`src/hdl/mbr_pkg.sv`:
```
// Shared constants, types and helpers of the matrix bit rotator
package mbr_pkg;

    ////////////////////////////////////////////////////////////////////////
    // Register byte addresses on the APB slave
    localparam logic [7:0]  ADDR_CTRL      = 8'h00; // Start and direction
    localparam logic [7:0]  ADDR_SRC       = 8'h04; // First source row
    localparam logic [7:0]  ADDR_DST       = 8'h08; // First destination row
    localparam logic [7:0]  ADDR_LEN       = 8'h0C; // Row count
    localparam logic [7:0]  ADDR_STATUS    = 8'h10; // Busy, error, carry
    localparam logic [7:0]  ADDR_ERRCODE   = 8'h14; // Error code register
    localparam logic [7:0]  ADDR_IRQ_STAT  = 8'h18; // Sticky event bits
    localparam logic [7:0]  ADDR_IRQ_MASK  = 8'h1C; // Event enables

    ////////////////////////////////////////////////////////////////////////
    // Field positions
    localparam int          CTRL_START_BIT = 0;     // Write 1 to start
    localparam int          CTRL_DIR_BIT   = 1;     // Direction select flag
    localparam int          STAT_BUSY_BIT  = 0;     // Operation running
    localparam int          STAT_ERR_BIT   = 1;     // Error flag, W1C
    localparam int          STAT_CARRY_BIT = 2;     // Matrix carry flag
    localparam int          IRQ_DONE_BIT   = 0;     // Operation finished
    localparam int          IRQ_ERR_BIT    = 1;     // Operation refused
    localparam int          IRQ_W          = 2;     // Number of events

    ////////////////////////////////////////////////////////////////////////
    // Operand limits and error codes
    localparam logic [15:0] ROWS_MIN       = 16'h0001; // Least row count
    localparam logic [15:0] ROWS_MAX       = 16'h0100; // Largest row count
    localparam logic [16:0] AREA_LAST      = 17'h0FFFF; // Last word address
    localparam logic [15:0] ERR_RANGE      = 16'h2003; // Row out of area
    localparam logic [15:0] ERR_OPERAND    = 16'h200B; // Bad row count

    ////////////////////////////////////////////////////////////////////////
    // Reset values
    localparam logic [15:0] RST_WORD       = 16'h0000; // Word registers
    localparam logic [15:0] RST_LEN        = 16'h0001; // Row count
    localparam logic        RST_BIT        = 1'b0;     // Single flags
    localparam logic [IRQ_W-1:0] RST_IRQ   = 2'h0;     // Event bits

    ////////////////////////////////////////////////////////////////////////
    // Types
    typedef enum logic [1:0] {
        ST_IDLE,                                    // Waiting for start
        ST_EDGE,                                    // Fetch the wrap bit
        ST_READ,                                    // Read one source row
        ST_WRITE                                    // Write one result row
    } mbr_state_e;

    typedef struct packed {
        logic        req;                           // Request pending
        logic        we;                            // 1 write, 0 read
        logic [15:0] addr;                          // Word address
        logic [15:0] wdata;                         // Write data
    } mbr_mem_req_s;

    typedef struct packed {
        logic        ack;                           // Request completes
        logic [15:0] rdata;                         // Read data
    } mbr_mem_rsp_s;

    ////////////////////////////////////////////////////////////////////////
    // Address of the last row of an area, one bit wider to show overflow
    function automatic logic [16:0] mbr_last_row(input logic [15:0] base,
                                                 input logic [15:0] rows);
        mbr_last_row = {1'b0, base} + {1'b0, rows} - 17'h00001;
    endfunction

    // Address of row k of an area
    function automatic logic [15:0] mbr_row_addr(input logic [15:0] base,
                                                 input logic [7:0]  k);
        mbr_row_addr = base + {8'h00, k};
    endfunction

endpackage

```
`src/hdl/mbr_row_unit.sv`:
```
// One-row step of the matrix rotation
`timescale 1ns/1ps

module mbr_row_unit
    import mbr_pkg::*;
(
    input  wire logic [15:0] i_row,     // Source row word
    input  wire logic        i_dir,     // 0 left, 1 right
    input  wire logic        i_fill,    // Bit entering this row
    output logic      [15:0] o_row,     // Rotated row word
    output logic             o_out_bit  // Bit leaving this row
);

    ////////////////////////////////////////////////////////////////////////
    // Shift by one place; the bit leaving goes on to the next row
    always_comb begin
        if (i_dir) begin
            // Right: fill enters at the top, bit 0 leaves
            o_row     = {i_fill, i_row[15:1]};   // RULE_02
            o_out_bit = i_row[0];                // RULE_10
        end else begin
            // Left: fill enters at the bottom, bit 15 leaves
            o_row     = {i_row[14:0], i_fill};   // RULE_02
            o_out_bit = i_row[15];               // RULE_10
        end
    end

endmodule // mbr_row_unit

```
`src/hdl/mbr_matrix_bit_rotate.sv`:
```
// Matrix bit rotator with APB registers and a word memory port
// Function
// (RULE_01) Rotate all rows together, one direction
// (RULE_02) Flag clear rotates left, set rotates right
// (RULE_03) Last rotated bit fills vacancy; result to destination
// (RULE_04) Last rotated bit also copied to carry
// (RULE_05) Program keeps row count within 1 to 256
// (RULE_06) Row beyond word area: skip, error, range code
// (RULE_07) Bad row count: skip, error, operand code
// (RULE_08) Each row one 16-bit word only
// (RULE_09) Program should start once per rising edge
// (RULE_10) Whole bit chain moves exactly one place
// (RULE_11) Skipped operation leaves destination and carry alone
`timescale 1ns/1ps

module mbr_matrix_bit_rotate
    import mbr_pkg::*;
(
    input  wire logic         i_clk,               // Core clock
    input  wire logic         i_rstn,              // Async reset, low
    input  wire logic         i_psel,              // APB select
    input  wire logic         i_penable,           // APB access phase
    input  wire logic         i_pwrite,            // APB write
    input  wire logic [7:0]   i_paddr,             // APB byte address
    input  wire logic [31:0]  i_pwdata,            // APB write data
    output logic      [31:0]  o_prdata,            // APB read data
    output logic              o_pready,            // APB ready
    output logic              o_pslverr,           // APB error
    output mbr_mem_req_s      o_mem,               // Word memory request
    input  wire mbr_mem_rsp_s i_mem,               // Word memory answer
    output logic              o_busy,              // Operation running
    output logic              o_error_flag,        // Error flag
    output logic              o_matrix_carry_flag, // Matrix carry flag
    output logic              o_irq                // Level interrupt
);

    ////////////////////////////////////////////////////////////////////////
    // Declarations
    logic             direction_select_flag;  // 0 left, 1 right
    logic [15:0]      src_base;               // First source row
    logic [15:0]      dst_base;               // First destination row
    logic [15:0]      row_count;              // Rows per operation
    logic             error_flag;             // Sticky error flag
    logic             matrix_carry_flag;      // Last rotated bit
    logic [15:0]      error_code_register;    // Code of last refusal
    logic [IRQ_W-1:0] irq_stat;               // Sticky events
    logic [IRQ_W-1:0] irq_mask;               // Event enables
    mbr_state_e       state;                  // Engine state
    logic [7:0]       row_k;                  // Current row offset
    logic [8:0]       rows_left;              // Rows still to write
    logic             fill_bit;               // Bit entering next row
    mbr_mem_req_s     mem_req;                // Registered memory port
    logic             apb_setup;              // Setup phase
    logic             apb_wr;                 // Write takes effect
    logic             addr_ok;                // Address is mapped
    logic [31:0]      next_prdata;            // Read mux
    logic             start_go;               // Start request while idle, refused or not
    logic             count_bad;              // Row count out of range
    logic             range_bad;              // Area beyond word space
    logic             err_evt;                // Operation refused
    logic             done_evt;               // Operation finished
    logic [15:0]      row_new;                // Rotated row word
    logic             row_out_bit;            // Bit leaving the row
    logic [7:0]       next_k;                 // Following row offset
    logic [IRQ_W-1:0] irq_set;                // Events this cycle
    logic [IRQ_W-1:0] irq_clr;                // W1C this cycle
    logic             err_clr;                // Error flag W1C

    ////////////////////////////////////////////////////////////////////////
    // APB decode; zero wait states, so every access ends in one phase
    assign apb_setup = i_psel & ~i_penable;
    assign apb_wr    = i_psel & i_penable & i_pwrite;
    assign o_pready  = 1'b1;

    // Only the eight aligned words are mapped
    always_comb begin
        unique case (i_paddr)
            ADDR_CTRL, ADDR_SRC, ADDR_DST, ADDR_LEN, ADDR_STATUS,
            ADDR_ERRCODE, ADDR_IRQ_STAT, ADDR_IRQ_MASK: addr_ok = 1'b1;
            default:                                    addr_ok = 1'b0;
        endcase
    end

    // Unmapped accesses answer with an error and change nothing
    assign o_pslverr = i_psel & i_penable & ~addr_ok;

    // Read mux, unused bits read as zero
    always_comb begin
        next_prdata = 32'h0000_0000;
        unique case (i_paddr)
            ADDR_CTRL:     next_prdata[CTRL_DIR_BIT] = direction_select_flag;
            ADDR_SRC:      next_prdata[15:0] = src_base;
            ADDR_DST:      next_prdata[15:0] = dst_base;
            ADDR_LEN:      next_prdata[15:0] = row_count;
            ADDR_STATUS: begin
                next_prdata[STAT_BUSY_BIT]  = (state != ST_IDLE);
                next_prdata[STAT_ERR_BIT]   = error_flag;
                next_prdata[STAT_CARRY_BIT] = matrix_carry_flag;
            end
            ADDR_ERRCODE:  next_prdata[15:0] = error_code_register;
            ADDR_IRQ_STAT: next_prdata[IRQ_W-1:0] = irq_stat;
            ADDR_IRQ_MASK: next_prdata[IRQ_W-1:0] = irq_mask;
            default:       next_prdata = 32'h0000_0000;
        endcase
    end

    // Read data is caught in the setup phase and held through access
    always_ff @(posedge i_clk or negedge i_rstn) begin
        if (!i_rstn) begin
            o_prdata <= 32'h0000_0000;
        end else if (apb_setup) begin
            o_prdata <= next_prdata;
        end
    end

    ////////////////////////////////////////////////////////////////////////
    // Operand registers; frozen while an operation runs
    always_ff @(posedge i_clk or negedge i_rstn) begin
        if (!i_rstn) begin
            direction_select_flag <= RST_BIT;
            src_base              <= RST_WORD;
            dst_base              <= RST_WORD;
            row_count             <= RST_LEN;
        end else if (apb_wr && state == ST_IDLE) begin
            unique case (i_paddr)
                ADDR_CTRL: direction_select_flag <= i_pwdata[CTRL_DIR_BIT];
                ADDR_SRC:  src_base  <= i_pwdata[15:0];
                ADDR_DST:  dst_base  <= i_pwdata[15:0];
                ADDR_LEN:  row_count <= i_pwdata[15:0];
                default: begin
                    // Other addresses hold no operand
                end
            endcase
        end
    end

    ////////////////////////////////////////////////////////////////////////
    // Start and operand checks
    // A write of 1 to start while idle is one request, so at most one rotation per write
    assign start_go  = apb_wr && (i_paddr == ADDR_CTRL) &&
                       i_pwdata[CTRL_START_BIT] && (state == ST_IDLE); // RULE_09

    // Row count must be 1 to 256
    assign count_bad = (row_count < ROWS_MIN) ||
                       (row_count > ROWS_MAX);                          // RULE_07
    // Last source and destination rows must lie in the word area
    assign range_bad = (mbr_last_row(src_base, row_count) > AREA_LAST) ||
                       (mbr_last_row(dst_base, row_count) > AREA_LAST); // RULE_06

    assign err_evt   = start_go & (count_bad | range_bad);              // RULE_11
    assign done_evt  = (state == ST_WRITE) & i_mem.ack &
                       (rows_left == 9'h001);

    ////////////////////////////////////////////////////////////////////////
    // Row datapath, fed straight from the memory answer
    mbr_row_unit u_row (
        .i_row     (i_mem.rdata),
        .i_dir     (direction_select_flag),
        .i_fill    (fill_bit),
        .o_row     (row_new),
        .o_out_bit (row_out_bit)
    );

    // Left walks rows upward, right walks them downward
    assign next_k = direction_select_flag ? (row_k - 8'h01)
                                          : (row_k + 8'h01);    // RULE_10

    ////////////////////////////////////////////////////////////////////////
    // Engine: fetch the wrap bit, then read and write each row in turn
    // A destination overlapping the source ahead of the walk is corrupted
    always_ff @(posedge i_clk or negedge i_rstn) begin
        if (!i_rstn) begin
            state     <= ST_IDLE;
            row_k     <= 8'h00;
            rows_left <= 9'h000;
            fill_bit  <= RST_BIT;
            mem_req   <= '0;
        end else begin
            unique case (state)
                ST_IDLE: begin
                    // A refused start leaves the memory untouched
                    if (start_go && !count_bad && !range_bad) begin   // RULE_11
                        state     <= ST_EDGE;
                        rows_left <= row_count[8:0];                  // RULE_01
                        mem_req.req <= 1'b1;
                        mem_req.we  <= 1'b0;
                        if (i_pwdata[CTRL_DIR_BIT]) begin
                            // Right: bit 0 of the first row wraps
                            row_k        <= row_count[7:0] - 8'h01;
                            mem_req.addr <= src_base;
                        end else begin
                            // Left: bit 15 of the last row wraps
                            row_k        <= 8'h00;
                            mem_req.addr <= 16'(mbr_last_row(src_base,
                                                             row_count));
                        end
                    end
                end
                ST_EDGE: begin
                    // The bit rotated last seeds the vacancy
                    if (i_mem.ack) begin
                        fill_bit <= direction_select_flag ?
                                    i_mem.rdata[0] : i_mem.rdata[15]; // RULE_03
                        mem_req.addr <= mbr_row_addr(src_base, row_k);
                        state        <= ST_READ;
                    end
                end
                ST_READ: begin
                    // Rotate the row as it arrives and queue its write
                    if (i_mem.ack) begin
                        mem_req.we    <= 1'b1;
                        mem_req.wdata <= row_new;                     // RULE_08
                        mem_req.addr  <= mbr_row_addr(dst_base, row_k); // RULE_03
                        fill_bit      <= row_out_bit;                 // RULE_10
                        state         <= ST_WRITE;
                    end
                end
                ST_WRITE: begin
                    if (i_mem.ack) begin
                        rows_left  <= rows_left - 9'h001;
                        mem_req.we <= 1'b0;
                        if (rows_left == 9'h001) begin
                            // Last row written, release the memory
                            mem_req.req <= 1'b0;
                            state       <= ST_IDLE;
                        end else begin
                            row_k        <= next_k;
                            mem_req.addr <= mbr_row_addr(src_base, next_k);
                            state        <= ST_READ;
                        end
                    end
                end
            endcase
        end
    end

    assign o_mem  = mem_req;
    assign o_busy = (state != ST_IDLE);

    ////////////////////////////////////////////////////////////////////////
    // Matrix carry: the bit leaving the last row is the one rotated last
    always_ff @(posedge i_clk or negedge i_rstn) begin
        if (!i_rstn) begin
            matrix_carry_flag <= RST_BIT;
        end else if (done_evt) begin
            matrix_carry_flag <= fill_bit;                            // RULE_04
        end
    end

    ////////////////////////////////////////////////////////////////////////
    // Error flag and error code; a new error wins over a clear
    assign err_clr = apb_wr && (i_paddr == ADDR_STATUS) &&
                     i_pwdata[STAT_ERR_BIT];

    always_ff @(posedge i_clk or negedge i_rstn) begin
        if (!i_rstn) begin
            error_flag <= RST_BIT;
        end else if (err_evt) begin
            error_flag <= 1'b1;                                   // RULE_06
        end else if (err_clr) begin
            error_flag <= 1'b0;
        end
    end

    // Row count is judged before the area, since the area needs it
    always_ff @(posedge i_clk or negedge i_rstn) begin
        if (!i_rstn) begin
            error_code_register <= RST_WORD;
        end else if (err_evt) begin
            error_code_register <= count_bad ? ERR_OPERAND    // RULE_07
                                             : ERR_RANGE;     // RULE_06
        end
    end

    ////////////////////////////////////////////////////////////////////////
    // Interrupt status, write one to clear, set wins over clear
    always_comb begin
        irq_set               = '0;
        irq_set[IRQ_DONE_BIT] = done_evt;
        irq_set[IRQ_ERR_BIT]  = err_evt;
    end

    assign irq_clr = (apb_wr && i_paddr == ADDR_IRQ_STAT) ?
                     i_pwdata[IRQ_W-1:0] : RST_IRQ;

    always_ff @(posedge i_clk or negedge i_rstn) begin
        if (!i_rstn) begin
            irq_stat <= RST_IRQ;
        end else begin
            irq_stat <= (irq_stat & ~irq_clr) | irq_set;
        end
    end

    // Mask register, same layout as the status
    always_ff @(posedge i_clk or negedge i_rstn) begin
        if (!i_rstn) begin
            irq_mask <= RST_IRQ;
        end else if (apb_wr && i_paddr == ADDR_IRQ_MASK) begin
            irq_mask <= i_pwdata[IRQ_W-1:0];
        end
    end

    // Level interrupt while any enabled event is pending
    assign o_irq               = |(irq_stat & irq_mask);
    assign o_error_flag        = error_flag;
    assign o_matrix_carry_flag = matrix_carry_flag;

endmodule // mbr_matrix_bit_rotate

```
`config.mk`:
```
export PLATFORM = sky130hd
export DESIGN_NAME = mbr_matrix_bit_rotate
export DESIGN_NICKNAME = d
export VERILOG_FILES = /design/src/hdl/mbr_pkg.sv /design/src/hdl/mbr_row_unit.sv /design/src/hdl/mbr_matrix_bit_rotate.sv
export SDC_FILE = /design/constraint.sdc
export NUM_CORES = 1
export LEC_CHECK = 0
export BUFFER_PORTS_ARGS = -buffer_cell sky130_fd_sc_hd__buf_2
export CORE_MARGIN = 4
export CORE_UTILIZATION = 40
export DETAILED_ROUTE_END_ITERATION = 7
export GPL_TIMING_DRIVEN = 0
export PLACE_DENSITY_LB_ADDON = 0.15
export SLEW_MARGIN = 0
export SYNTH_ARGS = -nofsm -noshare
export SYNTH_HDL_FRONTEND = slang
export SYNTH_SLANG_ARGS = --single-unit
```
`constraint.sdc`:
```
create_clock -name i_clk -period 5.1 [get_ports i_clk]
set_clock_uncertainty 0.05 [all_clocks]
set_input_delay 0.765 -clock i_clk [delete_from_list [all_inputs] [get_ports i_clk]]
set_output_delay 0.765 -clock i_clk [all_outputs]
set_load 0.03 [all_outputs]
```
Word-level counts from Yosys, hierarchy flattened --
Memories as Yosys holds them, arrays and structs flattened. Index checks and enable logic that the tools add are counted. Widths: inputs -> output; s select.
Cells by class: add/sub/neg operators 11, magnitude comparators 4, equality and inequality tests 17, multiplexer cells 36, bitwise operators 14, reduce and logical (&&, ||, !) cells 35
Operators with widths (number):
- $mux 16 | 4
- $pmux 16 s4 | 1
- $pmux 13 s4 | 1
- $add 16x8->16 | 3
- $mux 8 | 5
- $mux 18 | 2
- $add 16x16->17 | 2
- $gt 17x16->1 const B | 2
- $sub 17x1->17 const B | 2
- $mux 33 | 1
- $eq 8x5->1 const B | 4
- $mux 9 | 2
- $pmux 9 s2 | 1
- $eq 8x4->1 const B | 2
- $gt 16x9->1 const B | 1
- $lt 16x1->1 const B | 1
- $pmux 8 s2 | 1
- $reduce_and 4->1 | 4
- $sub 8x1->8 const B | 2
- $mux 2 | 6
- $reduce_and 2->1 | 6
- $logic_and 1x1->1 | 10
- $eq 9x1->1 const B | 1
- $sub 9x1->9 const B | 1
- 30 further kinds | 52
Word-level totals: bits in registers 141, ROM bits 32, output and inout port bits 72, word-level logic and storage cells 136, memories 1
Memories:
- (name not given) | words 32, width 1, rd ports 1, clocked after Yosys merged registers in 0, wr ports 0, line mbr_matrix_bit_rotate.sv:77 | unique case (i_paddr)

Depth between registers and ports, before layout --
Gate-level depths: netlist of the first run.
depth after elaboration 9, depth in mapped cells 17

Hierarchy --
From an unflattened synthesis of the first run, not the netlist that was laid out.
Second synthesis, totals: cell total of the unflattened synthesis 1108, area, all modules 9649.3 µm²
By module, submodules not included:
- mbr_matrix_bit_rotate | times used 1, cells an instance 1089, area an instance 9389.0 µm², seq. area each 3179.3 µm²
- mbr_row_unit | times used 1, cells an instance 19, area an instance 260.2 µm², seq. area each 0.0 µm²

Least setup slack after synthesis of the first run --
OpenSTA, ideal clock, no wires.
path kind register -> register, from register direction_select_flag, to register mem_req, in the netlist o_mem[27], setup time 0.127 ns, data arrival time 3.615 ns, data required time 4.923 ns, slack 1.308 ns, cell stages (with the launch flop) 17, buffers on the path 0, cells stage by stage dfrtp_1 -> ha_1 -> a21o_1 -> a21oi_1 -> o21ai_0 -> o41ai_1 -> xnor2_1 -> nand2_1 -> xnor2_1 -> ha_1 -> nand3_1 -> o31ai_1 -> nand3_1 -> xnor2_1 -> a221oi_1 -> a21oi_1 -> mux2_1
Between the ends: word-level cells in the longest chain between the ends 5
Ends and longest elaborated chain:
- start: declaration | line mbr_matrix_bit_rotate.sv:39 | logic direction_select_flag;
- start signal: assignment | line mbr_matrix_bit_rotate.sv:126 | ADDR_CTRL: direction_select_flag <= i_pwdata[CTRL_DIR_BIT];
- $mux 8 | line mbr_matrix_bit_rotate.sv:165 | assign next_k = direction_select_flag ? (row_k - 8'h01)
- $add 16x8->16 | line mbr_pkg.sv:72 | mbr_row_addr = base + {8'h00, k};
- $mux 16 | line mbr_matrix_bit_rotate.sv:222 | if (rows_left == 9'h001) begin
- $mux 18 | line mbr_matrix_bit_rotate.sv:219 | if (i_mem.ack) begin
- $pmux 16 s4 | line mbr_matrix_bit_rotate.sv:179 | unique case (state)
- end: declaration | line mbr_matrix_bit_rotate.sv:52 | mbr_mem_req_s mem_req;
Every way passes these cells. The select of a mux whose other input is x is not followed. A chain may end at the register's enable or synchronous reset.

Worst setup path after layout of the first run --
from register direction_select_flag, to register mem_req, in the netlist o_mem[31]
The elaborated chain is that of the path after synthesis.

==> results of run 1 <==
## power breakdown
part           switching (mW)  internal, mW
clock                   0.519         0.792
sequential              0.176          1.23
combinational            1.76          1.17
total                    2.45          3.19
## cells by family after synthesis
kind of cell	after synthesis
adders and majority gates	95
xor gates and xnor gates	49
buffers and inverters	200
AOI/OAI and AO/OA	273
other	2
muxes	86
and+or+nand+nor	285
DFF	127
## metal layers
layer  vias up  GRT usage, %  part of all wire [%]
li1       4140             -                     -
met1      4109          30.5                    45
met2       216          38.3                    48
met3        48          3.43                   4.4
met4         0          6.56                   2.6
met5         -             0                     0
## cell usage in the layout, fill, tap and decap left out, types with 5 or more instances in the layout
master     synthesis  layout
a2111oi_0          5       5
a211oi_1          12      12
a21o_1            13      13
a21oi_1           48      48
a221oi_1          10      10
a22o_1            10      10
a31oi_1            7       7
and2_1             6       6
and3_1             6       6
buf_2              0      96
buf_4             17      17
clkbuf_1          40      40
clkbuf_16          0      17
conb_1             2      17
dfrtp_1          126     126
ha_1              91      91
inv_1            139     139
inv_6              0       5
mux2_2            41      41
mux2i_1           43      43
nand2_1          117     117
nand2b_1           5       5
nand3_1           26      26
nand4_1           14      14
nor2_1            63      63
nor3_1            20      20
o211ai_1           5       5
o21a_1             6       6
o21ai_0          105     105
o21ai_1            5       5
o22ai_1            6       6
o31ai_1            8       8
or2_2              5       5
or3_1              5       5
xnor2_1           39      39
xor2_1            10      10
## state kept, by name, summed over array words and instances (netlist names)
signal                 count
error_code_register        2
o_matrix_carry_flag        1
o_prdata                  16
fill_bit                   1
direction_select_flag      1
src_base                  16
row_count                 16
row_k                      8
irq_mask                   2
rows_left                  9
dst_base                  16
irq_stat                   2
state                      2
o_error_flag               1
o_mem                     34
## area by class of cell
cell class | count | area share (%)
sequential | 127 | 28.3
clock inverter | 13 | 1.58
buffer | 60 | 2.70
multi-input combinational | 805 | 50.7
tap | 319 | 3.55
inverter | 140 | 4.67
clock buffer | 18 | 3.91
timing repair buffer | 98 | 4.62
## worst max-delay path by stage
stage	endpoint	slack, ns
finish	o_mem[31]	0.59
global route	o_mem[27]	0.14
CTS	o_mem[31]	0.56
detailed placement	o_mem[31]	0.60
global placement	o_mem[27]	0.63
floorplan	o_mem[27]	1.31
## critical path: stages, from the launching register on
cell and delay [ns]:
dfrtp_1 0.58, ha_1 0.30, a21o_1 0.15, a21oi_1 0.20, o21ai_0 0.16, o41ai_1 0.33, xnor2_1 0.25, nand2_1 0.15
xnor2_1 0.20, ha_1 0.36, nand3_1 0.08, o31ai_1 0.56, nand3_1 0.19, xnor2_1 0.17, o22ai_1 0.11, o22a_1 0.25
o32a_1 0.32
## synthesized netlist by cell type, drive strengths merged (12+ instances only)
| cell type | n | area [um^2] |
|---|---|---|
| inv | 139 | 522 |
| dfrtp | 126 | 3150 |
| nand2 | 117 | 439 |
| o21ai | 110 | 551 |
| ha | 91 | 1140 |
| nor2 | 64 | 248 |
| a21oi | 48 | 240 |
| mux2 | 43 | 484 |
| mux2i | 43 | 430 |
| clkbuf | 40 | 150 |
| xnor2 | 39 | 342 |
| nand3 | 26 | 130 |
| buf | 20 | 154 |
| nor3 | 20 | 100 |
| a221oi | 14 | 148 |
| nand4 | 14 | 87.6 |
| a21o | 13 | 97.6 |
| a211oi | 12 | 90.1 |
## stage by stage
stage          power (mW)  hold WS (ns)  utilization, %  worst slack (ns)
3_5_place_dp         4.34         0.410            45.0             0.598
6_report             5.64         0.196            47.6             0.587
5_1_grt              6.02         0.218            47.6             0.142
4_1_cts              5.67         0.203            47.6             0.556
2_1_floorplan        3.55         0.389               -              1.31
3_3_place_gp         4.30         0.403            44.9             0.629
==> flow_metrics.py, run 1 <==
metrics = {
    "outcome": {
        "outcome": "complete, no violations",
    },
    "logic_synthesis": {
        "synth_cell_types": 67,
        "yosys.area_share.simple_pct": 13.6,
        "synth_top_family_by_area": "compound AO/OA/AOI/OAI gates",
        "postSynthCellCount": 1117,
        "synthAdderAreaFrac_pct": 12.6,
        "synth.area.mux_share_pct": 9.48,
        "ys_seq_elements": 127,
        "ys_warn_count": 0,
        "synth_edf_count": 0,
        "async_flop_share_pct": 100,
        "syn-mean-instance-area_um2": 8.64,
        "ys_seq_area_share_pct": 32.9,
        "synth_xor_area_share_pct": 4.45,
        "syn_area_mm2": 0.00965,
        "synth_ff_type": "dfrtp_1",
        "synth-compound-area-share_pct": 18.2,
    },
    "timing": {
        "worst_pin_slew_ns": 0.983,
        "clock.fmax_mhz": 222,
        "setup_viol": 0,
        "period_share_pct": 88.5,
        "slew_viol_final": 0,
        "rsz0062_at_grt": "false",
        "hold_viol": 0,
        "setup_tns_ns": 0,
        "min_period_ns": 4.51,
        "relSlewSlack_pct": 33.9,
    },
    "global_route": {
        "antenna_found_initial": 0,
        "grt_pass1_vias": 8436,
        "grt_pass1_wl_um": 47200,
        "grt_usage_pct": 22.8,
        "grt_max_degree": 88,
        "gr-total-overflow": 0,
    },
    "final_layout": {
        "syn_to_final_growth_pct": 16.5,
        "seqCellArea_mm2": 0.00318,
        "final_nets": 1406,
        "final_cell_count_no_fill": 1580,
        "multi_input_area_mm2": 0.00570,
        "n_fill_cell": 2364,
        "antenna_cells": 0,
        "drive_gt1_share_pct": 16.2,
        "finalInstanceArea_mm2": 0.0112,
    },
    "detailed_routing": {
        "wl_um": 30000,
        "via_per_inst": 5.39,
        "drc": 0,
        "first_iter_violations": 576,
        "vias": 8513,
        "wl_per_cell_um": 19.0,
        "first_pass_iters": 5,
        "antenna_left": 0,
    },
    "placement": {
        "place_area_mm2": 0.0106,
        "dp_hpwl_um": 23700,
        "portBuffers": 97,
        "place.gp.congestion": 0.939,
        "dp.cells": 1549,
    },
    "flow_run": {
        "maxCapViolCount": 0,
    },
    "critical_path": {
        "crit_fanout": 9,
        "path_class": "flop to flop",
        "r2r_start": "direction_select_flag",
        "reg2regPathDepth": 16,
        "endpoint_kind": "flop",
        "cp.required_ns": 5.36,
        "regToRegSetupSlack_ns": 0.59,
        "critPathLaunch": "direction_select_flag",
        "r2r_end": "o_mem[31]",
        "start_kind": "flop",
        "arrival_ns": 4.77,
    },
    "floorplan": {
        "dieArea_mm2": 0.0267,
        "rows": 56,
        "core_area_mm2": 0.0236,
        "io_pins": 134,
        "die_w_um": 163,
        "start_util_pct": 40.9,
        "die_h_um": 163,
    },
    "clock_tree": {
        "h-tree-depth": 4,
        "cts.path.max_buffers": 2,
        "cts_hold_buf": 0,
        "cts_root_buf": "clkbuf_16",
        "cts_resized": 0,
        "tritoncts": "built",
        "path_clk_slew_ns": 0.06,
        "cts_made_buffers": 17,
        "cts.sinks": 127,
        "post_cts_buffers": 0,
        "clk_latency_ns": 0.43,
    },
    "hold_path": {
        "min_path_type": "primary input to async pin",
    },
    "power": {
        "p_per_area_mw_per_mm2": 502,
        "p_leak_nw": 5.57,
        "peakVddDrop_mv": 0.270,
    },
}
Note: power is estimated with default switching activity, not from simulation.
==> inputs of run 2 (changes only) <==
--- a/config.mk
+++ b/config.mk
@@ -5,6 +5,7 @@
 export SDC_FILE = /design/constraint.sdc
 export NUM_CORES = 1
 export LEC_CHECK = 0
+export ABC_AREA = 1
 export BUFFER_PORTS_ARGS = -buffer_cell sky130_fd_sc_hd__buf_2
 export CORE_MARGIN = 4
 export CORE_UTILIZATION = 40
==> flow_metrics.py, run 2 <==
metrics = {
    "global_route": {
        "grt_max_degree": 93,
        "antenna_found_initial": 1,
        "grt_pass1_vias": 9742,
        "grt_usage_pct": 23.8,
        "grt_pass1_wl_um": 53200,
        "gr-total-overflow": 0,
    },
    "floorplan": {
        "start_util_pct": 40.7,
        "die_w_um": 168,
        "rows": 58,
        "die_h_um": 168,
        "dieArea_mm2": 0.0282,
        "io_pins": 134,
        "core_area_mm2": 0.0252,
    },
    "timing": {
        "hold_viol": 0,
        "relSlewSlack_pct": 45.1,
        "min_period_ns": 3.98,
        "rsz0062_at_grt": "false",
        "worst_pin_slew_ns": 0.823,
        "slew_viol_final": 0,
        "clock.fmax_mhz": 251,
        "setup_tns_ns": 0,
        "period_share_pct": 78.0,
        "worst_hold_slack_ns": 0.180,
        "setup_viol": 0,
    },
    "hold_path": {
        "min_path_type": "primary input to async pin",
    },
    "logic_synthesis": {
        "syn-mean-instance-area_um2": 6.83,
        "synth-compound-area-share_pct": 14.6,
        "synth_top_area_cell": "dfrtp_1",
        "synth_top_area_share_pct": 30.8,
        "yosysMostFrequentCell": "nand2_1",
        "synth.area.mux_share_pct": 0,
        "ys_seq_elements": 127,
        "ys_warn_count": 0,
        "synth_edf_count": 0,
        "synthAdderAreaFrac_pct": 11.9,
        "synth_xor_area_share_pct": 1.54,
        "async_flop_share_pct": 100,
        "syn_area_mm2": 0.0102,
        "postSynthCellCount": 1500,
        "synth_cell_types": 49,
        "synthTopCellsByArea": "dfrtp_1 (31%), nand2_1 (15%), ha_1 (11%), inv_1 (8.4%), o21ai_0 (5.9%)",
        "ys_seq_area_share_pct": 31.0,
        "synth_ff_type": "dfrtp_1",
        "yosys.area_share.simple_pct": 28.9,
        "synth_top_family_by_area": "simple AND/OR/NAND/NOR gates",
        "synthTopCellsByCount": "nand2_1 (416), inv_1 (228), dfrtp_1 (126)",
    },
    "detailed_routing": {
        "wl_um": 33400,
        "first_pass_iters": 5,
        "drc": 0,
        "via_per_inst": 5.15,
        "wl_per_cell_um": 16.9,
        "first_iter_violations": 685,
        "antenna_left": 0,
        "vias": 10200,
    },
    "critical_path": {
        "cp_cell_sequence": "ha_1 > clkbuf_2 > clkbuf_1 > buf_1 > xor2_1 > ha_1 > inv_1 > fa_1 > inv_1 > nand3_1 > nand3_1 > nand2_1 > nand2_1 > nand2_1 > nand3_1 > o21ai_0 > nand2_1 > nand2_1 > nand4_1 > nand2_1",
        "regToRegSetupSlack_ns": 1.12,
        "path_class": "flop to flop",
        "critical_path.max_stage_delay_ns": 0.48,
        "crit_fanout": 10,
        "cp.required_ns": 5.37,
        "endpoint_kind": "flop",
        "cp_common_cell": "nand2_1",
        "crit_path_top_delay_cell": "buf_1",
        "arrival_ns": 4.25,
        "start_kind": "flop",
    },
    "clock_tree": {
        "post_cts_buffers": 0,
        "cts_resized": 0,
        "cts.path.max_buffers": 2,
        "cts_made_buffers": 17,
        "cts.sinks": 127,
        "clk_latency_ns": 0.44,
        "tritoncts": "built",
        "cts_hold_buf": 0,
        "cts_root_buf": "clkbuf_16",
        "path_clk_slew_ns": 0.07,
        "h-tree-depth": 4,
    },
    "power": {
        "comb_power_share_pct": 47.1,
        "power.net_switching_mw": 2.31,
        "p_seq_share_pct": 28.4,
        "clkPwrFrac_pct": 24.5,
        "p_int_mw": 2.61,
        "p_leak_nw": 6.43,
        "p_per_area_mw_per_mm2": 416,
        "switching_share_pct": 47.0,
        "peakVddDrop_mv": 0.200,
    },
    "placement": {
        "dp_hpwl_um": 26800,
        "place.gp.congestion": 0.917,
        "portBuffers": 100,
    },
    "final_layout": {
        "largest_reg_flops": 34,
        "layout_commonest_cell": "nand2_1",
        "syn_to_final_growth_pct": 15.4,
        "final_nets": 1792,
        "drive_gt1_share_pct": 12.2,
        "n_fill_cell": 2599,
        "antenna_cells": 0,
        "mostFrequentLayoutCells": "nand2_1 (416), inv_1 (228), dfrtp_1 (126)",
    },
    "flow_run": {
        "maxCapViolCount": 0,
    },
    "outcome": {
        "outcome": "complete, no violations",
    },
}
## run 2: changes by cell type after synthesis, sizes merged, moves of 21 or more
| cell | before | now |
|---|---|---|
| nand4 | 14 | 42 |
| inv | 139 | 232 |
| nand3 | 26 | 106 |
| mux2 | 43 | 0 |
| a21oi | 48 | 104 |
| nor2 | 64 | 89 |
| xnor2 | 39 | 4 |
| o21ai | 110 | 131 |
| mux2i | 43 | 0 |
| nand2 | 117 | 425 |
## run 2: cell type report
cell class	count	area (um^2)	share of cell area, %
well taps	330	413	3.49
multi-input cells	1091	5900	49.9
clock inverters	15	148	1.25
inverters	235	882	7.46
repair buffers	101	534	4.52
plain buffers	62	337	2.85
flip-flops and latches	127	3180	26.9
clock buffers	17	425	3.60
## run 2: worst max-delay path: cells and delay by family (launching register included)
family,cells,cell delay [ns]
buf+inv,5,1.29
flops,1,0.43
simple gates,10,0.98
fa+ha+maj,3,0.79
xor+xnor,1,0.20
compound gates,1,0.12
## run 2: kinds of logic (layout without fill, tap and decap cells)
kind of cell,count (synthesis),after routing
and+or+nand+nor,685,685
buffers and inverters,297,430
AOI/OAI and AO/OA,276,276
DFF,127,127
adders and majority gates,95,95
xor gates and xnor gates,18,18
other,2,17
## run 2: path summary, 6_finish.rpt
kind,startpoint,end,cells past startpoint
worst max-delay path,state[1],o_mem[24],20
worst min-delay path,i_rstn,o_mem[31],1
worst max register to register,state[1],o_mem[24],20
worst min register to register,o_mem[24],o_mem[24],2
max in group asynchronous,i_rstn,src_base[0],2
min in group i_clk,o_mem[24],o_mem[24],2
## run 2: per-layer routing
layer,track usage (%),vias to the layer above,share of wire [%]
met2,35.6,340,43
met3,4.48,34,7.3
met1,35.2,4686,48
met4,6.28,0,2.0
met5,0,-,0
li1,-,5119,-
## run 2: power by group through the flow
stage | combinational (mW) | sequential [mW] | clock (mW)
2_1_floorplan | 1.46 | 1.60 | 0
3_3_place_gp | 2.29 | 1.41 | 0
3_5_place_dp | 2.31 | 1.41 | 0
4_1_cts | 2.32 | 1.40 | 1.22
5_1_grt | 2.59 | 1.42 | 1.27
6_report | 2.32 | 1.40 | 1.21
## run 2: through the flow
step	setup WS, ns	cells	utilization [%]	power [mW]	area [um^2]
finish	1.12	1978	46.9	4.92	11800
detailed placement	1.25	1946	44.7	3.72	11200
floorplan	2.04	1515	-	3.06	10300
global placement	1.28	1945	44.5	3.70	11200
CTS	1.20	1978	46.9	4.94	11800
global route	0.761	1978	46.9	5.29	11800
